`src/pkg/sw_clk_fault_defs.vh`:
```
// Constants for the switching clock and fault control block
`ifndef SW_CLK_FAULT_DEFS_VH
`define SW_CLK_FAULT_DEFS_VH

// ============================================================
// Register byte addresses
`define ADDR_CTRL 4'h0
`define ADDR_STATUS 4'h4
`define ADDR_MASK 4'h8
`define ADDR_STATE 4'hc

// ============================================================
// Control register fields
`define CTRL_WARN_EN 0
`define CTRL_SAFE_TIMEOUT_DISABLE 1
`define CTRL_UV_RST_EN 2
`define CTRL_PWD_LSB 4
`define CTRL_PWD_MSB 7
`define CTRL_RESET 8'h82

// ============================================================
// Status register bits (sticky, write one to clear)
`define ST_CLK_WARN 0
`define ST_PRIMARY_BUCK_CLK 1
`define ST_SYNC_LOSS 2
`define ST_INTERNAL_SYSTEM_CLOCK 3
`define ST_GATE_UV 4
`define ST_GATE_OV 5
`define ST_COUNT 6

// ============================================================
// Device states as reported
`define DEV_OFF 3'h0
`define DEV_RESET 3'h1
`define DEV_ACTIVE 3'h2
`define DEV_SAFE 3'h3

// ============================================================
// Sync activity detection: edges needed within a window
`define SYNC_EDGES 3'h4
`define SYNC_WIN_NS 20000
`define SYNC_WIN_CYC (`SYNC_WIN_NS / 100)
`define SYNC_CNT_W 8

// AXI response codes
`define RESP_OKAY 2'h0
`define RESP_SLVERR 2'h2

`endif

```
`src/rtl/sync_activity_detect.v`:
```
// Detects activity on the external sync clock and its falling edges
`timescale 1ns/1ns
`include "sw_clk_fault_defs.vh"

module sync_activity_detect (
  input wire clk,
  input wire rst_n,
  input wire sync_in,
  output reg active,
  output reg fall
);

  reg sync_a;
  reg sync_b;
  reg sync_c;
  reg [2:0] edges;
  reg [`SYNC_CNT_W-1:0] win;

  // ==========================================================
  // Two-flop synchroniser, then edge detection on later stages
  always @(posedge clk) begin
    if (!rst_n) begin
      sync_a <= 1'b0;
      sync_b <= 1'b0;
      sync_c <= 1'b0;
    end else begin
      sync_a <= sync_in;
      sync_b <= sync_a;
      sync_c <= sync_b;
    end
  end

  // Count edges in a fixed window; too few means the clock is lost
  always @(posedge clk) begin
    if (!rst_n) begin
      edges <= 3'h0;
      win <= {`SYNC_CNT_W{1'b0}};
      active <= 1'b0;
      fall <= 1'b0;
    end else begin
      fall <= sync_c & ~sync_b;
      if (win == `SYNC_WIN_CYC - 1) begin
        win <= {`SYNC_CNT_W{1'b0}};
        active <= (edges >= `SYNC_EDGES);
        edges <= 3'h0;
      end else begin
        win <= win + 1'b1;
        if ((sync_c ^ sync_b) && edges != 3'h7)
          edges <= edges + 1'b1;
      end
    end
  end

endmodule // sync_activity_detect

```
`src/rtl/sw_clk_fault_ctrl.v`:
```
// Switching clock selection and clock/gate-supply fault control
//
// Added by the designer: register access over AXI4-Lite and the register offsets.
`timescale 1ns/1ns
`include "sw_clk_fault_defs.vh"

// Behaviour
// - Gate supply undervoltage: regulators off, OFF, latch
// - Gate supply overvoltage: regulators off, OFF, latch
// - Gate supply from analog input above threshold
// - Sync activity at power-up selects external clock
// - Switching cycle starts on sync falling edge
// - Sync loss falls back to oscillator
// - Warning with enable: flag, SAFE, count, interrupt
// - Warning without enable: flag, status bit 0
// - Primary buck clock error disables all regulators
// - Primary buck clock error: SAFE, count, interrupt
// - Outputs below undervoltage move SAFE to RESET
// - RESET restarts only with good clocks or discharged
// - Restart primary, then secondary, then boost
// - System clock fault only flags, no reaction
// - Error counter at threshold forces OFF
module sw_clk_fault_ctrl (
  input wire REF_CLK,
  input wire RST_N,
  input wire [3:0] S_AXI_AWADDR,
  input wire S_AXI_AWVALID,
  output reg S_AXI_AWREADY,
  input wire [31:0] S_AXI_WDATA,
  input wire [3:0] S_AXI_WSTRB,
  input wire S_AXI_WVALID,
  output reg S_AXI_WREADY,
  output reg [1:0] S_AXI_BRESP,
  output reg S_AXI_BVALID,
  input wire S_AXI_BREADY,
  input wire [3:0] S_AXI_ARADDR,
  input wire S_AXI_ARVALID,
  output reg S_AXI_ARREADY,
  output reg [31:0] S_AXI_RDATA,
  output reg [1:0] S_AXI_RRESP,
  output reg S_AXI_RVALID,
  input wire S_AXI_RREADY,
  input wire SYNC_IN,
  input wire CLK_WARN,
  input wire PRIMARY_BUCK_CLK_FAULT,
  input wire SYSTEM_CLOCK_FAULT,
  input wire OSC_GOOD,
  input wire CLOCKS_GOOD,
  input wire GATE_UV,
  input wire GATE_OV,
  input wire EXT_SUPPLY_ABOVE,
  input wire OUTPUTS_UV,
  input wire OUTPUTS_DISCHARGED,
  input wire PRIMARY_ABOVE_UV,
  output reg PRIMARY_BUCK_EN,
  output reg SECONDARY_BUCK_EN,
  output reg BOOST_EN,
  output reg USE_EXT_CLOCK,
  output reg CYCLE_START,
  output reg GATE_FROM_EXT,
  output reg FAULT_INTERRUPT_PIN_N,
  output reg IRQ,
  output reg [2:0] DEVICE_STATE
);

  // One-hot device state machine
  localparam [3:0] S_OFF = 4'b0001;
  localparam [3:0] S_RESET = 4'b0010;
  localparam [3:0] S_ACTIVE = 4'b0100;
  localparam [3:0] S_SAFE = 4'b1000;

  reg [3:0] state;
  reg [3:0] next_state;
  reg [7:0] ctrl;
  reg [`ST_COUNT-1:0] status;
  reg [`ST_COUNT-1:0] mask;
  reg [3:0] err_cnt;
  reg [1:0] restart_step;
  reg power_up_done;
  reg [`ST_COUNT-1:0] in_a;
  reg [`ST_COUNT-1:0] in_b;
  reg [`ST_COUNT-1:0] in_prev;
  reg [4:0] lvl_a;
  reg [4:0] lvl_b;
  reg ext_a;
  reg ext_b;
  reg aw_held;
  reg w_held;
  reg [3:0] aw_addr;
  reg [31:0] w_data;
  reg [3:0] w_strb;
  wire ext_active;
  wire ext_fall;
  wire [`ST_COUNT-1:0] rise;
  wire [`ST_COUNT-1:0] w1c;
  wire wr_fire;
  wire safe_entry;
  wire off_entry;

  // Decode of register index, used by both write and read paths
  function [1:0] reg_sel;
    input [3:0] addr;
    begin
      reg_sel = addr[3:2];
    end
  endfunction

  sync_activity_detect u_sync (
    .clk(REF_CLK),
    .rst_n(RST_N),
    .sync_in(SYNC_IN),
    .active(ext_active),
    .fall(ext_fall)
  );

  // ==========================================================
  // Input synchronisers: event pins and level pins
  always @(posedge REF_CLK) begin
    if (!RST_N) begin
      in_a <= {`ST_COUNT{1'b0}};
      in_b <= {`ST_COUNT{1'b0}};
      in_prev <= {`ST_COUNT{1'b0}};
      lvl_a <= 5'h00;
      lvl_b <= 5'h00;
      ext_a <= 1'b0;
      ext_b <= 1'b0;
    end else begin
      ext_a <= EXT_SUPPLY_ABOVE;
      ext_b <= ext_a;
      in_a <= {GATE_OV, GATE_UV, SYSTEM_CLOCK_FAULT, 1'b0, PRIMARY_BUCK_CLK_FAULT, CLK_WARN};
      in_b <= in_a;
      in_prev <= in_b;
      lvl_a <= {PRIMARY_ABOVE_UV, OUTPUTS_DISCHARGED, OUTPUTS_UV, CLOCKS_GOOD, OSC_GOOD};
      lvl_b <= lvl_a;
    end
  end

  // Fault events fire on the rising edge of each synchronised level
  assign rise = in_b & ~in_prev;
  assign wr_fire = aw_held && w_held && !S_AXI_BVALID;
  assign w1c = (wr_fire && reg_sel(aw_addr) == reg_sel(`ADDR_STATUS) && w_strb[0])
               ? w_data[`ST_COUNT-1:0] : {`ST_COUNT{1'b0}};

  // Primary buck clock error counts only while the oscillator is good
  assign safe_entry = (rise[`ST_CLK_WARN] && ctrl[`CTRL_WARN_EN])
                    || (rise[`ST_PRIMARY_BUCK_CLK] && lvl_b[0])
                    || (status[`ST_SYNC_LOSS] == 1'b0 && USE_EXT_CLOCK && !ext_active);
  assign off_entry = rise[`ST_GATE_UV] || rise[`ST_GATE_OV];

  // ==========================================================
  // Device state transitions
  always @* begin
    next_state = state;
    case (state)
      S_OFF: next_state = S_OFF;
      S_RESET: begin
        if (restart_step == 2'h3)
          next_state = S_ACTIVE;
      end
      S_ACTIVE: next_state = S_ACTIVE;
      S_SAFE: begin
        if (lvl_b[2] && ctrl[`CTRL_UV_RST_EN])
          next_state = S_RESET;
      end
      default: next_state = S_OFF;
    endcase
    if (safe_entry && state != S_OFF)
      next_state = S_SAFE;
    // Five-bit sum so a saturated count cannot wrap below the threshold
    if (safe_entry && state != S_OFF
        && ({1'b0, err_cnt} + 5'h01) >= {1'b0, ctrl[`CTRL_PWD_MSB:`CTRL_PWD_LSB]})
      next_state = S_OFF;
    if (off_entry)
      next_state = S_OFF;
  end

  // ==========================================================
  // State, error counter and restart sequencing
  always @(posedge REF_CLK) begin
    if (!RST_N) begin
      state <= S_RESET;
      err_cnt <= 4'h0;
      restart_step <= 2'h0;
      PRIMARY_BUCK_EN <= 1'b0;
      SECONDARY_BUCK_EN <= 1'b0;
      BOOST_EN <= 1'b0;
      DEVICE_STATE <= `DEV_RESET;
    end else begin
      state <= next_state;
      if (safe_entry && state != S_OFF && err_cnt != 4'hf)
        err_cnt <= err_cnt + 1'b1;
      case (next_state)
        S_OFF: DEVICE_STATE <= `DEV_OFF;
        S_RESET: DEVICE_STATE <= `DEV_RESET;
        S_ACTIVE: DEVICE_STATE <= `DEV_ACTIVE;
        default: DEVICE_STATE <= `DEV_SAFE;
      endcase
      if (off_entry || (rise[`ST_PRIMARY_BUCK_CLK] && lvl_b[0])) begin
        PRIMARY_BUCK_EN <= 1'b0;
        SECONDARY_BUCK_EN <= 1'b0;
        BOOST_EN <= 1'b0;
        restart_step <= 2'h0;
      end else if (next_state == S_OFF) begin
        PRIMARY_BUCK_EN <= 1'b0;
        SECONDARY_BUCK_EN <= 1'b0;
        BOOST_EN <= 1'b0;
      end else if (next_state == S_RESET && state != S_RESET) begin
        // Entering RESET drops every rail so the restart begins at the primary
        PRIMARY_BUCK_EN <= 1'b0;
        SECONDARY_BUCK_EN <= 1'b0;
        BOOST_EN <= 1'b0;
        restart_step <= 2'h0;
      end else if (state == S_RESET) begin
        // Primary first, then secondary and boost once primary is up
        case (restart_step)
          2'h0: begin
            if ((lvl_b[0] && lvl_b[1]) || lvl_b[3]) begin
              PRIMARY_BUCK_EN <= 1'b1;
              restart_step <= 2'h1;
            end
          end
          2'h1: begin
            if (lvl_b[4]) begin
              SECONDARY_BUCK_EN <= 1'b1;
              restart_step <= 2'h2;
            end
          end
          2'h2: begin
            BOOST_EN <= 1'b1;
            restart_step <= 2'h3;
          end
          default: restart_step <= 2'h0;
        endcase
      end else begin
        restart_step <= 2'h0;
      end
    end
  end

  // ==========================================================
  // Clock source: pick at power-up, fall back on loss
  always @(posedge REF_CLK) begin
    if (!RST_N) begin
      power_up_done <= 1'b0;
      USE_EXT_CLOCK <= 1'b0;
      CYCLE_START <= 1'b0;
      GATE_FROM_EXT <= 1'b0;
    end else begin
      // Decision waits for the first full detection window
      if (!power_up_done && ext_active) begin
        USE_EXT_CLOCK <= 1'b1;
        power_up_done <= 1'b1;
      end else if (USE_EXT_CLOCK && !ext_active) begin
        USE_EXT_CLOCK <= 1'b0;
      end
      CYCLE_START <= USE_EXT_CLOCK && ext_fall;
      // Pass switch follows the synchronised supply comparator
      GATE_FROM_EXT <= ext_b;
    end
  end

  // ==========================================================
  // Sticky status flags: set wins over a write-one clear
  always @(posedge REF_CLK) begin
    if (!RST_N) begin
      status <= {`ST_COUNT{1'b0}};
    end else begin
      status <= (status & ~w1c) | rise;
      if (USE_EXT_CLOCK && !ext_active)
        status[`ST_SYNC_LOSS] <= 1'b1;
    end
  end

  // Interrupt pin low on SAFE-causing faults; IRQ on any flag whose mask bit is set
  always @(posedge REF_CLK) begin
    if (!RST_N) begin
      FAULT_INTERRUPT_PIN_N <= 1'b1;
      IRQ <= 1'b0;
    end else begin
      if (safe_entry)
        FAULT_INTERRUPT_PIN_N <= 1'b0;
      else if (status == {`ST_COUNT{1'b0}})
        FAULT_INTERRUPT_PIN_N <= 1'b1;
      IRQ <= |(status & mask);
    end
  end

  // ==========================================================
  // AXI4-Lite write channel
  always @(posedge REF_CLK) begin
    if (!RST_N) begin
      aw_held <= 1'b0;
      w_held <= 1'b0;
      aw_addr <= 4'h0;
      w_data <= 32'h00000000;
      w_strb <= 4'h0;
      S_AXI_AWREADY <= 1'b1;
      S_AXI_WREADY <= 1'b1;
      S_AXI_BVALID <= 1'b0;
      S_AXI_BRESP <= `RESP_OKAY;
      ctrl <= `CTRL_RESET;
      mask <= {`ST_COUNT{1'b0}};
    end else begin
      if (S_AXI_AWVALID && S_AXI_AWREADY) begin
        aw_held <= 1'b1;
        aw_addr <= S_AXI_AWADDR;
        S_AXI_AWREADY <= 1'b0;
      end
      if (S_AXI_WVALID && S_AXI_WREADY) begin
        w_held <= 1'b1;
        w_data <= S_AXI_WDATA;
        w_strb <= S_AXI_WSTRB;
        S_AXI_WREADY <= 1'b0;
      end
      if (wr_fire) begin
        aw_held <= 1'b0;
        w_held <= 1'b0;
        S_AXI_BVALID <= 1'b1;
        S_AXI_BRESP <= (reg_sel(aw_addr) == reg_sel(`ADDR_STATE)) ? `RESP_SLVERR : `RESP_OKAY;
        if (reg_sel(aw_addr) == reg_sel(`ADDR_CTRL) && w_strb[0])
          ctrl <= w_data[7:0];
        if (reg_sel(aw_addr) == reg_sel(`ADDR_MASK) && w_strb[0])
          mask <= w_data[`ST_COUNT-1:0];
      end
      if (S_AXI_BVALID && S_AXI_BREADY) begin
        S_AXI_BVALID <= 1'b0;
        S_AXI_AWREADY <= 1'b1;
        S_AXI_WREADY <= 1'b1;
      end
    end
  end

  // AXI4-Lite read channel, one read at a time
  always @(posedge REF_CLK) begin
    if (!RST_N) begin
      S_AXI_ARREADY <= 1'b1;
      S_AXI_RVALID <= 1'b0;
      S_AXI_RDATA <= 32'h00000000;
      S_AXI_RRESP <= `RESP_OKAY;
    end else begin
      if (S_AXI_ARVALID && S_AXI_ARREADY) begin
        S_AXI_ARREADY <= 1'b0;
        S_AXI_RVALID <= 1'b1;
        S_AXI_RRESP <= `RESP_OKAY;
        case (reg_sel(S_AXI_ARADDR))
          2'h0: S_AXI_RDATA <= {24'h000000, ctrl};
          2'h1: S_AXI_RDATA <= {26'h0000000, status};
          2'h2: S_AXI_RDATA <= {26'h0000000, mask};
          default: S_AXI_RDATA <= {20'h00000, err_cnt, 1'b0, USE_EXT_CLOCK, restart_step,
                                   1'b0, DEVICE_STATE};
        endcase
      end else if (S_AXI_RVALID && S_AXI_RREADY) begin
        S_AXI_RVALID <= 1'b0;
        S_AXI_ARREADY <= 1'b1;
      end
    end
  end

endmodule // sw_clk_fault_ctrl

```
`config.mk`:
```
export PLATFORM = sky130hd
export DESIGN_NAME = sw_clk_fault_ctrl
export DESIGN_NICKNAME = d
export VERILOG_FILES = /design/src/rtl/sync_activity_detect.v /design/src/rtl/sw_clk_fault_ctrl.v
export VERILOG_INCLUDE_DIRS = /design/src /design/src/pkg
export SDC_FILE = /design/constraint.sdc
export NUM_CORES = 1
export LEC_CHECK = 0
export BUFFER_PORTS_ARGS = -buffer_cell sky130_fd_sc_hd__buf_2
export CORE_MARGIN = 5
export CORE_UTILIZATION = 53
export DETAILED_ROUTE_END_ITERATION = 10
export GPL_TIMING_DRIVEN = 0
export HOLD_SLACK_MARGIN = 0.08
export MAX_ROUTING_LAYER = met4
export PLACE_DENSITY_LB_ADDON = 0.05
export SETUP_SLACK_MARGIN = 0.3
export SYNTH_ARGS = -nofsm -noshare
export SYNTH_HDL_FRONTEND = slang
export SYNTH_HIERARCHICAL = 1
export SYNTH_SLANG_ARGS = --single-unit
```
`constraint.sdc`:
```
create_clock -name REF_CLK -period 2.5 [get_ports REF_CLK]
set_input_delay 0.25 -clock REF_CLK [delete_from_list [all_inputs] [get_ports REF_CLK]]
set_output_delay 0.25 -clock REF_CLK [all_outputs]
set_load 0.05 [all_outputs]
```
==> metrics.log <==
INFO  metric outcome = finished, final reports clean
INFO  metric grt_max_degree = 17
INFO  metric timing.final.ws_setup = 0.4976 ns
INFO  metric clockRootBuffer = sky130_fd_sc_hd__clkbuf_8
INFO  metric syn-cell-area = 0.004717 mm2
INFO  metric critical_path.endpoint_type = flop
INFO  metric place_ws = 0.3321 ns
INFO  metric grt_antenna_before_repair = 0
INFO  metric grt_pass1_vias = 3918
INFO  metric total_length_of_routed_met3_wires = 702 um
INFO  metric global_route.usage.total = 0.2149
INFO  metric tritoncts = built
INFO  metric area.growth.synth_to_final = 30.50%
INFO  metric synth.top_cell.area_share = 0.4881
INFO  metric power.density = 808.3 mW/mm2
INFO  metric ys_seq_elements = 115
INFO  metric synth.area.top_cells = sky130_fd_sc_hd__dfxtp_1 (49%), sky130_fd_sc_hd__and2_1 (4.8%), sky130_fd_sc_hd__a21oi_1 (3.9%)
INFO  metric min-delay-path-class = in2reg
INFO  metric finClkSkew = 0.008787 ns
INFO  metric postSynth.topFlopCell = sky130_fd_sc_hd__dfxtp_1
INFO  metric topRoutingLayerUsed = met4
INFO  metric avgSynthCellArea = 9.453 um2
INFO  metric sequential_cell_area = 0.002303 mm2
INFO  metric cts_htree_levels = 4
INFO  metric final_cell_mix = sky130_fd_sc_hd__dfxtp_1 (114), sky130_fd_sc_hd__buf_2 (60), sky130_fd_sc_hd__nor2_1 (45), sky130_fd_sc_hd__nand2_1 (45), sky130_fd_sc_hd__a21oi_1 (37)
INFO  metric finalInstanceArea = 0.006156 mm2
INFO  metric cts-buffers-inserted = 17
INFO  metric postSynth.asyncResetShare = 0
INFO  metric worst_slew_pin_slew = 0.8028 ns
INFO  metric layout.cells.most_common = sky130_fd_sc_hd__dfxtp_1
INFO  metric met2_wirelength = 5.318 mm
INFO  metric route.antenna.remaining_nets = 0
INFO  metric yosysSeqAreaShare = 0.4881
INFO  metric synth_enable_flop_cells = 0
INFO  metric multi_input_gate_area_in_the_final_layout = 0.002198 mm2
INFO  metric cts_num_sinks = 115
INFO  metric routed_via_density = 5.125
INFO  metric ys.warnings.count = 6
INFO  metric fp-row-count = 34
INFO  metric setup_total_negative_slack = 0 ns
INFO  metric layout-drive-gt1-share = 0.2118
INFO  metric max_clock_freq = 0.4994 GHz
INFO  metric dp_hpwl = 7.540 mm
INFO  metric timing.final.max_slew_violations = 0
INFO  metric timing.critical_path.required = 2.91 ns
INFO  metric drtPass1Iterations = 5
INFO  metric num_antenna_cells = 0
INFO  metric place.port_buffers = 59
INFO  metric initial_core_util = 0.5435
INFO  metric grt_setup_unrepaired = false
INFO  metric clkTransAtPathRegs = 0.06 ns
INFO  metric dr.first_iter.drc_count = 144
INFO  metric clk_latency = 0.52 ns
INFO  metric syn-instance-count = 499
INFO  metric ir_drop = 620.3 uV
INFO  metric critPathLaunchType = flop
INFO  metric final_min_period_over_clock_period = 0.8010
INFO  metric core_region_area = 0.008678 mm2
INFO  metric yosysTopAreaCell = sky130_fd_sc_hd__dfxtp_1
INFO  metric timing.final.setup_violations = 0
INFO  metric drc = 0
INFO  metric critical_path_arrival = 2.41 ns
INFO  metric critPathKind = reg2reg
INFO  metric finalWeightedCongestion = 0.8521
INFO  metric die-width = 104.3 um
INFO  metric die_y = 104.3 um
INFO  metric cp_max_fo = 5
INFO  metric wl_per_cell = 14.54 um
INFO  metric total_die_area = 0.01089 mm2
INFO  metric finalCoreUtilization = 0.7093
INFO  metric synth_cell_types = 60
INFO  metric number_of_top_level_pins = 115
INFO  metric detailed_place.area = 0.005234 mm2
INFO  metric hold_viol = 0
INFO  metric slew_headroom = 0.4636
INFO  metric totalWireLength = 10.91 mm
INFO  metric fillCellCount = 674
INFO  metric wl_met1 = 4.700 mm
INFO  metric power.static_leakage = 2.586 nW
INFO  metric clock_path_buffers = 2
INFO  metric grt_overflow = 0
INFO  metric whs = 0.1570 ns
INFO  metric routed-via-count = 3844
INFO  metric grt_first_pass_wirelength = 18.42 mm
INFO  metric design.final.nets = 706
INFO  metric layout_min_cycle_time = 2.002 ns
INFO  metric maxCapViolations = 0
## sequential cells by signal, indices dropped and copies added, names as in the netlist, 6 cells and up
register and cells:
status 6, S_AXI_RDATA 12, u_sync/win 8, ctrl 8
mask 6, w_data 8
## cell families (layout without fill, tap and decap cells)
kind of cell,count (synthesis),after routing,synth area share
XOR/XNOR,9,9,0.01671
AND/OR/NAND/NOR,179,179,0.2037
AO/OA/AOI/OAI,103,103,0.1448
adder cells (fa/ha/maj),14,14,0.03714
flip-flops,115,115,0.4881
buffers and inverters,58,178,0.06551
multiplexers,20,20,0.04323
other,1,24,0.0007950
## cells in the mapped netlist, types with 2 or more instances
cell type,n
sky130_fd_sc_hd__nand2_1,45
sky130_fd_sc_hd__mux2_2,3
sky130_fd_sc_hd__dfxtp_1,115
sky130_fd_sc_hd__a21bo_2,2
sky130_fd_sc_hd__o221ai_1,8
sky130_fd_sc_hd__inv_1,18
sky130_fd_sc_hd__nand3b_1,2
sky130_fd_sc_hd__and3b_1,2
sky130_fd_sc_hd__nor3_4,2
sky130_fd_sc_hd__and2_1,36
sky130_fd_sc_hd__nand2b_1,7
sky130_fd_sc_hd__nor3b_1,3
sky130_fd_sc_hd__a22oi_1,9
sky130_fd_sc_hd__o21a_1,5
sky130_fd_sc_hd__xnor2_1,4
sky130_fd_sc_hd__o211a_1,2
sky130_fd_sc_hd__nor2b_1,4
sky130_fd_sc_hd__a21oi_1,37
sky130_fd_sc_hd__a21boi_0,3
sky130_fd_sc_hd__mux2i_1,17
sky130_fd_sc_hd__xor2_1,5
sky130_fd_sc_hd__o22ai_1,4
sky130_fd_sc_hd__and3_1,4
sky130_fd_sc_hd__a211oi_1,2
sky130_fd_sc_hd__ha_1,14
sky130_fd_sc_hd__nand3_1,9
sky130_fd_sc_hd__buf_4,24
sky130_fd_sc_hd__nor4_1,2
sky130_fd_sc_hd__nor3_1,4
sky130_fd_sc_hd__o32ai_1,3
sky130_fd_sc_hd__or3_1,2
sky130_fd_sc_hd__o21ai_0,17
sky130_fd_sc_hd__nor2_1,45
sky130_fd_sc_hd__clkbuf_1,13
sky130_fd_sc_hd__o211ai_1,2
## power by group
| group | internal, mW | total (mW) | leakage, nW | switching, mW |
|---|---|---|---|---|
| clock | 1.67 | 2.52 | 0.297 | 0.852 |
| sequential | 1.90 | 1.96 | 0.940 | 0.0519 |
| combinational | 0.181 | 0.495 | 1.35 | 0.314 |
| total | 3.76 | 4.98 | 2.59 | 1.22 |
## metal layers
layer | vias to the layer above | track usage
met5 | - | -
met4 | 0 | 0.08141
met3 | 20 | 0.06518
met2 | 110 | 0.3443
met1 | 1775 | 0.2536
li1 | 1939 | -
## path summary, 6_finish.rpt
path	from	to	slack (ns)	cells past startpoint
max	err_cnt[0]	state[0]	0.50	7
min reg2reg	power_up_done	USE_EXT_CLOCK	0.43	1
min	S_AXI_ARVALID	S_AXI_RVALID	0.16	3
max reg2reg	err_cnt[0]	state[0]	0.50	7
## stage by stage
step / instances / power [mW]
2_1_floorplan: 522 / 2.336
3_3_place_gp: 689 / 2.440
3_5_place_dp: 689 / 2.447
4_1_cts: 750 / 4.998
5_1_grt: 750 / 5.156
6_report: 750 / 4.976
## worst max-delay path, stage by stage, from the launching register on
cell and delay, ns:
sky130_fd_sc_hd__dfxtp_2 0.38, sky130_fd_sc_hd__ha_1 0.23, sky130_fd_sc_hd__xor2_1 0.20, sky130_fd_sc_hd__ha_1 0.26
sky130_fd_sc_hd__o21ai_0 0.16, sky130_fd_sc_hd__o211a_1 0.28, sky130_fd_sc_hd__o221ai_2 0.19, sky130_fd_sc_hd__and2_1 0.19
## cell type report
type,count,area share
Clock inverter,12,0.02907
Tap cell,108,0.02195
Sequential cell,115,0.3742
Buffer,39,0.03862
Clock buffer,20,0.07236
Multi-Input combinational cell,349,0.3571
Timing Repair Buffer,88,0.09512
Inverter,19,0.01159
## timing repair
| item | 4_1_cts | 5_1_grt |
|---|---|---|
| buffers inserted | 0 | 0 |
| hold endpoints to repair | 29 | 0 |
| hold buffers | 29 | 0 |
| endpoints found under the setup margin | 0 | 5 |
| gates resized for setup | 0 | 2 |
Note: power is estimated with default switching activity, not from simulation.
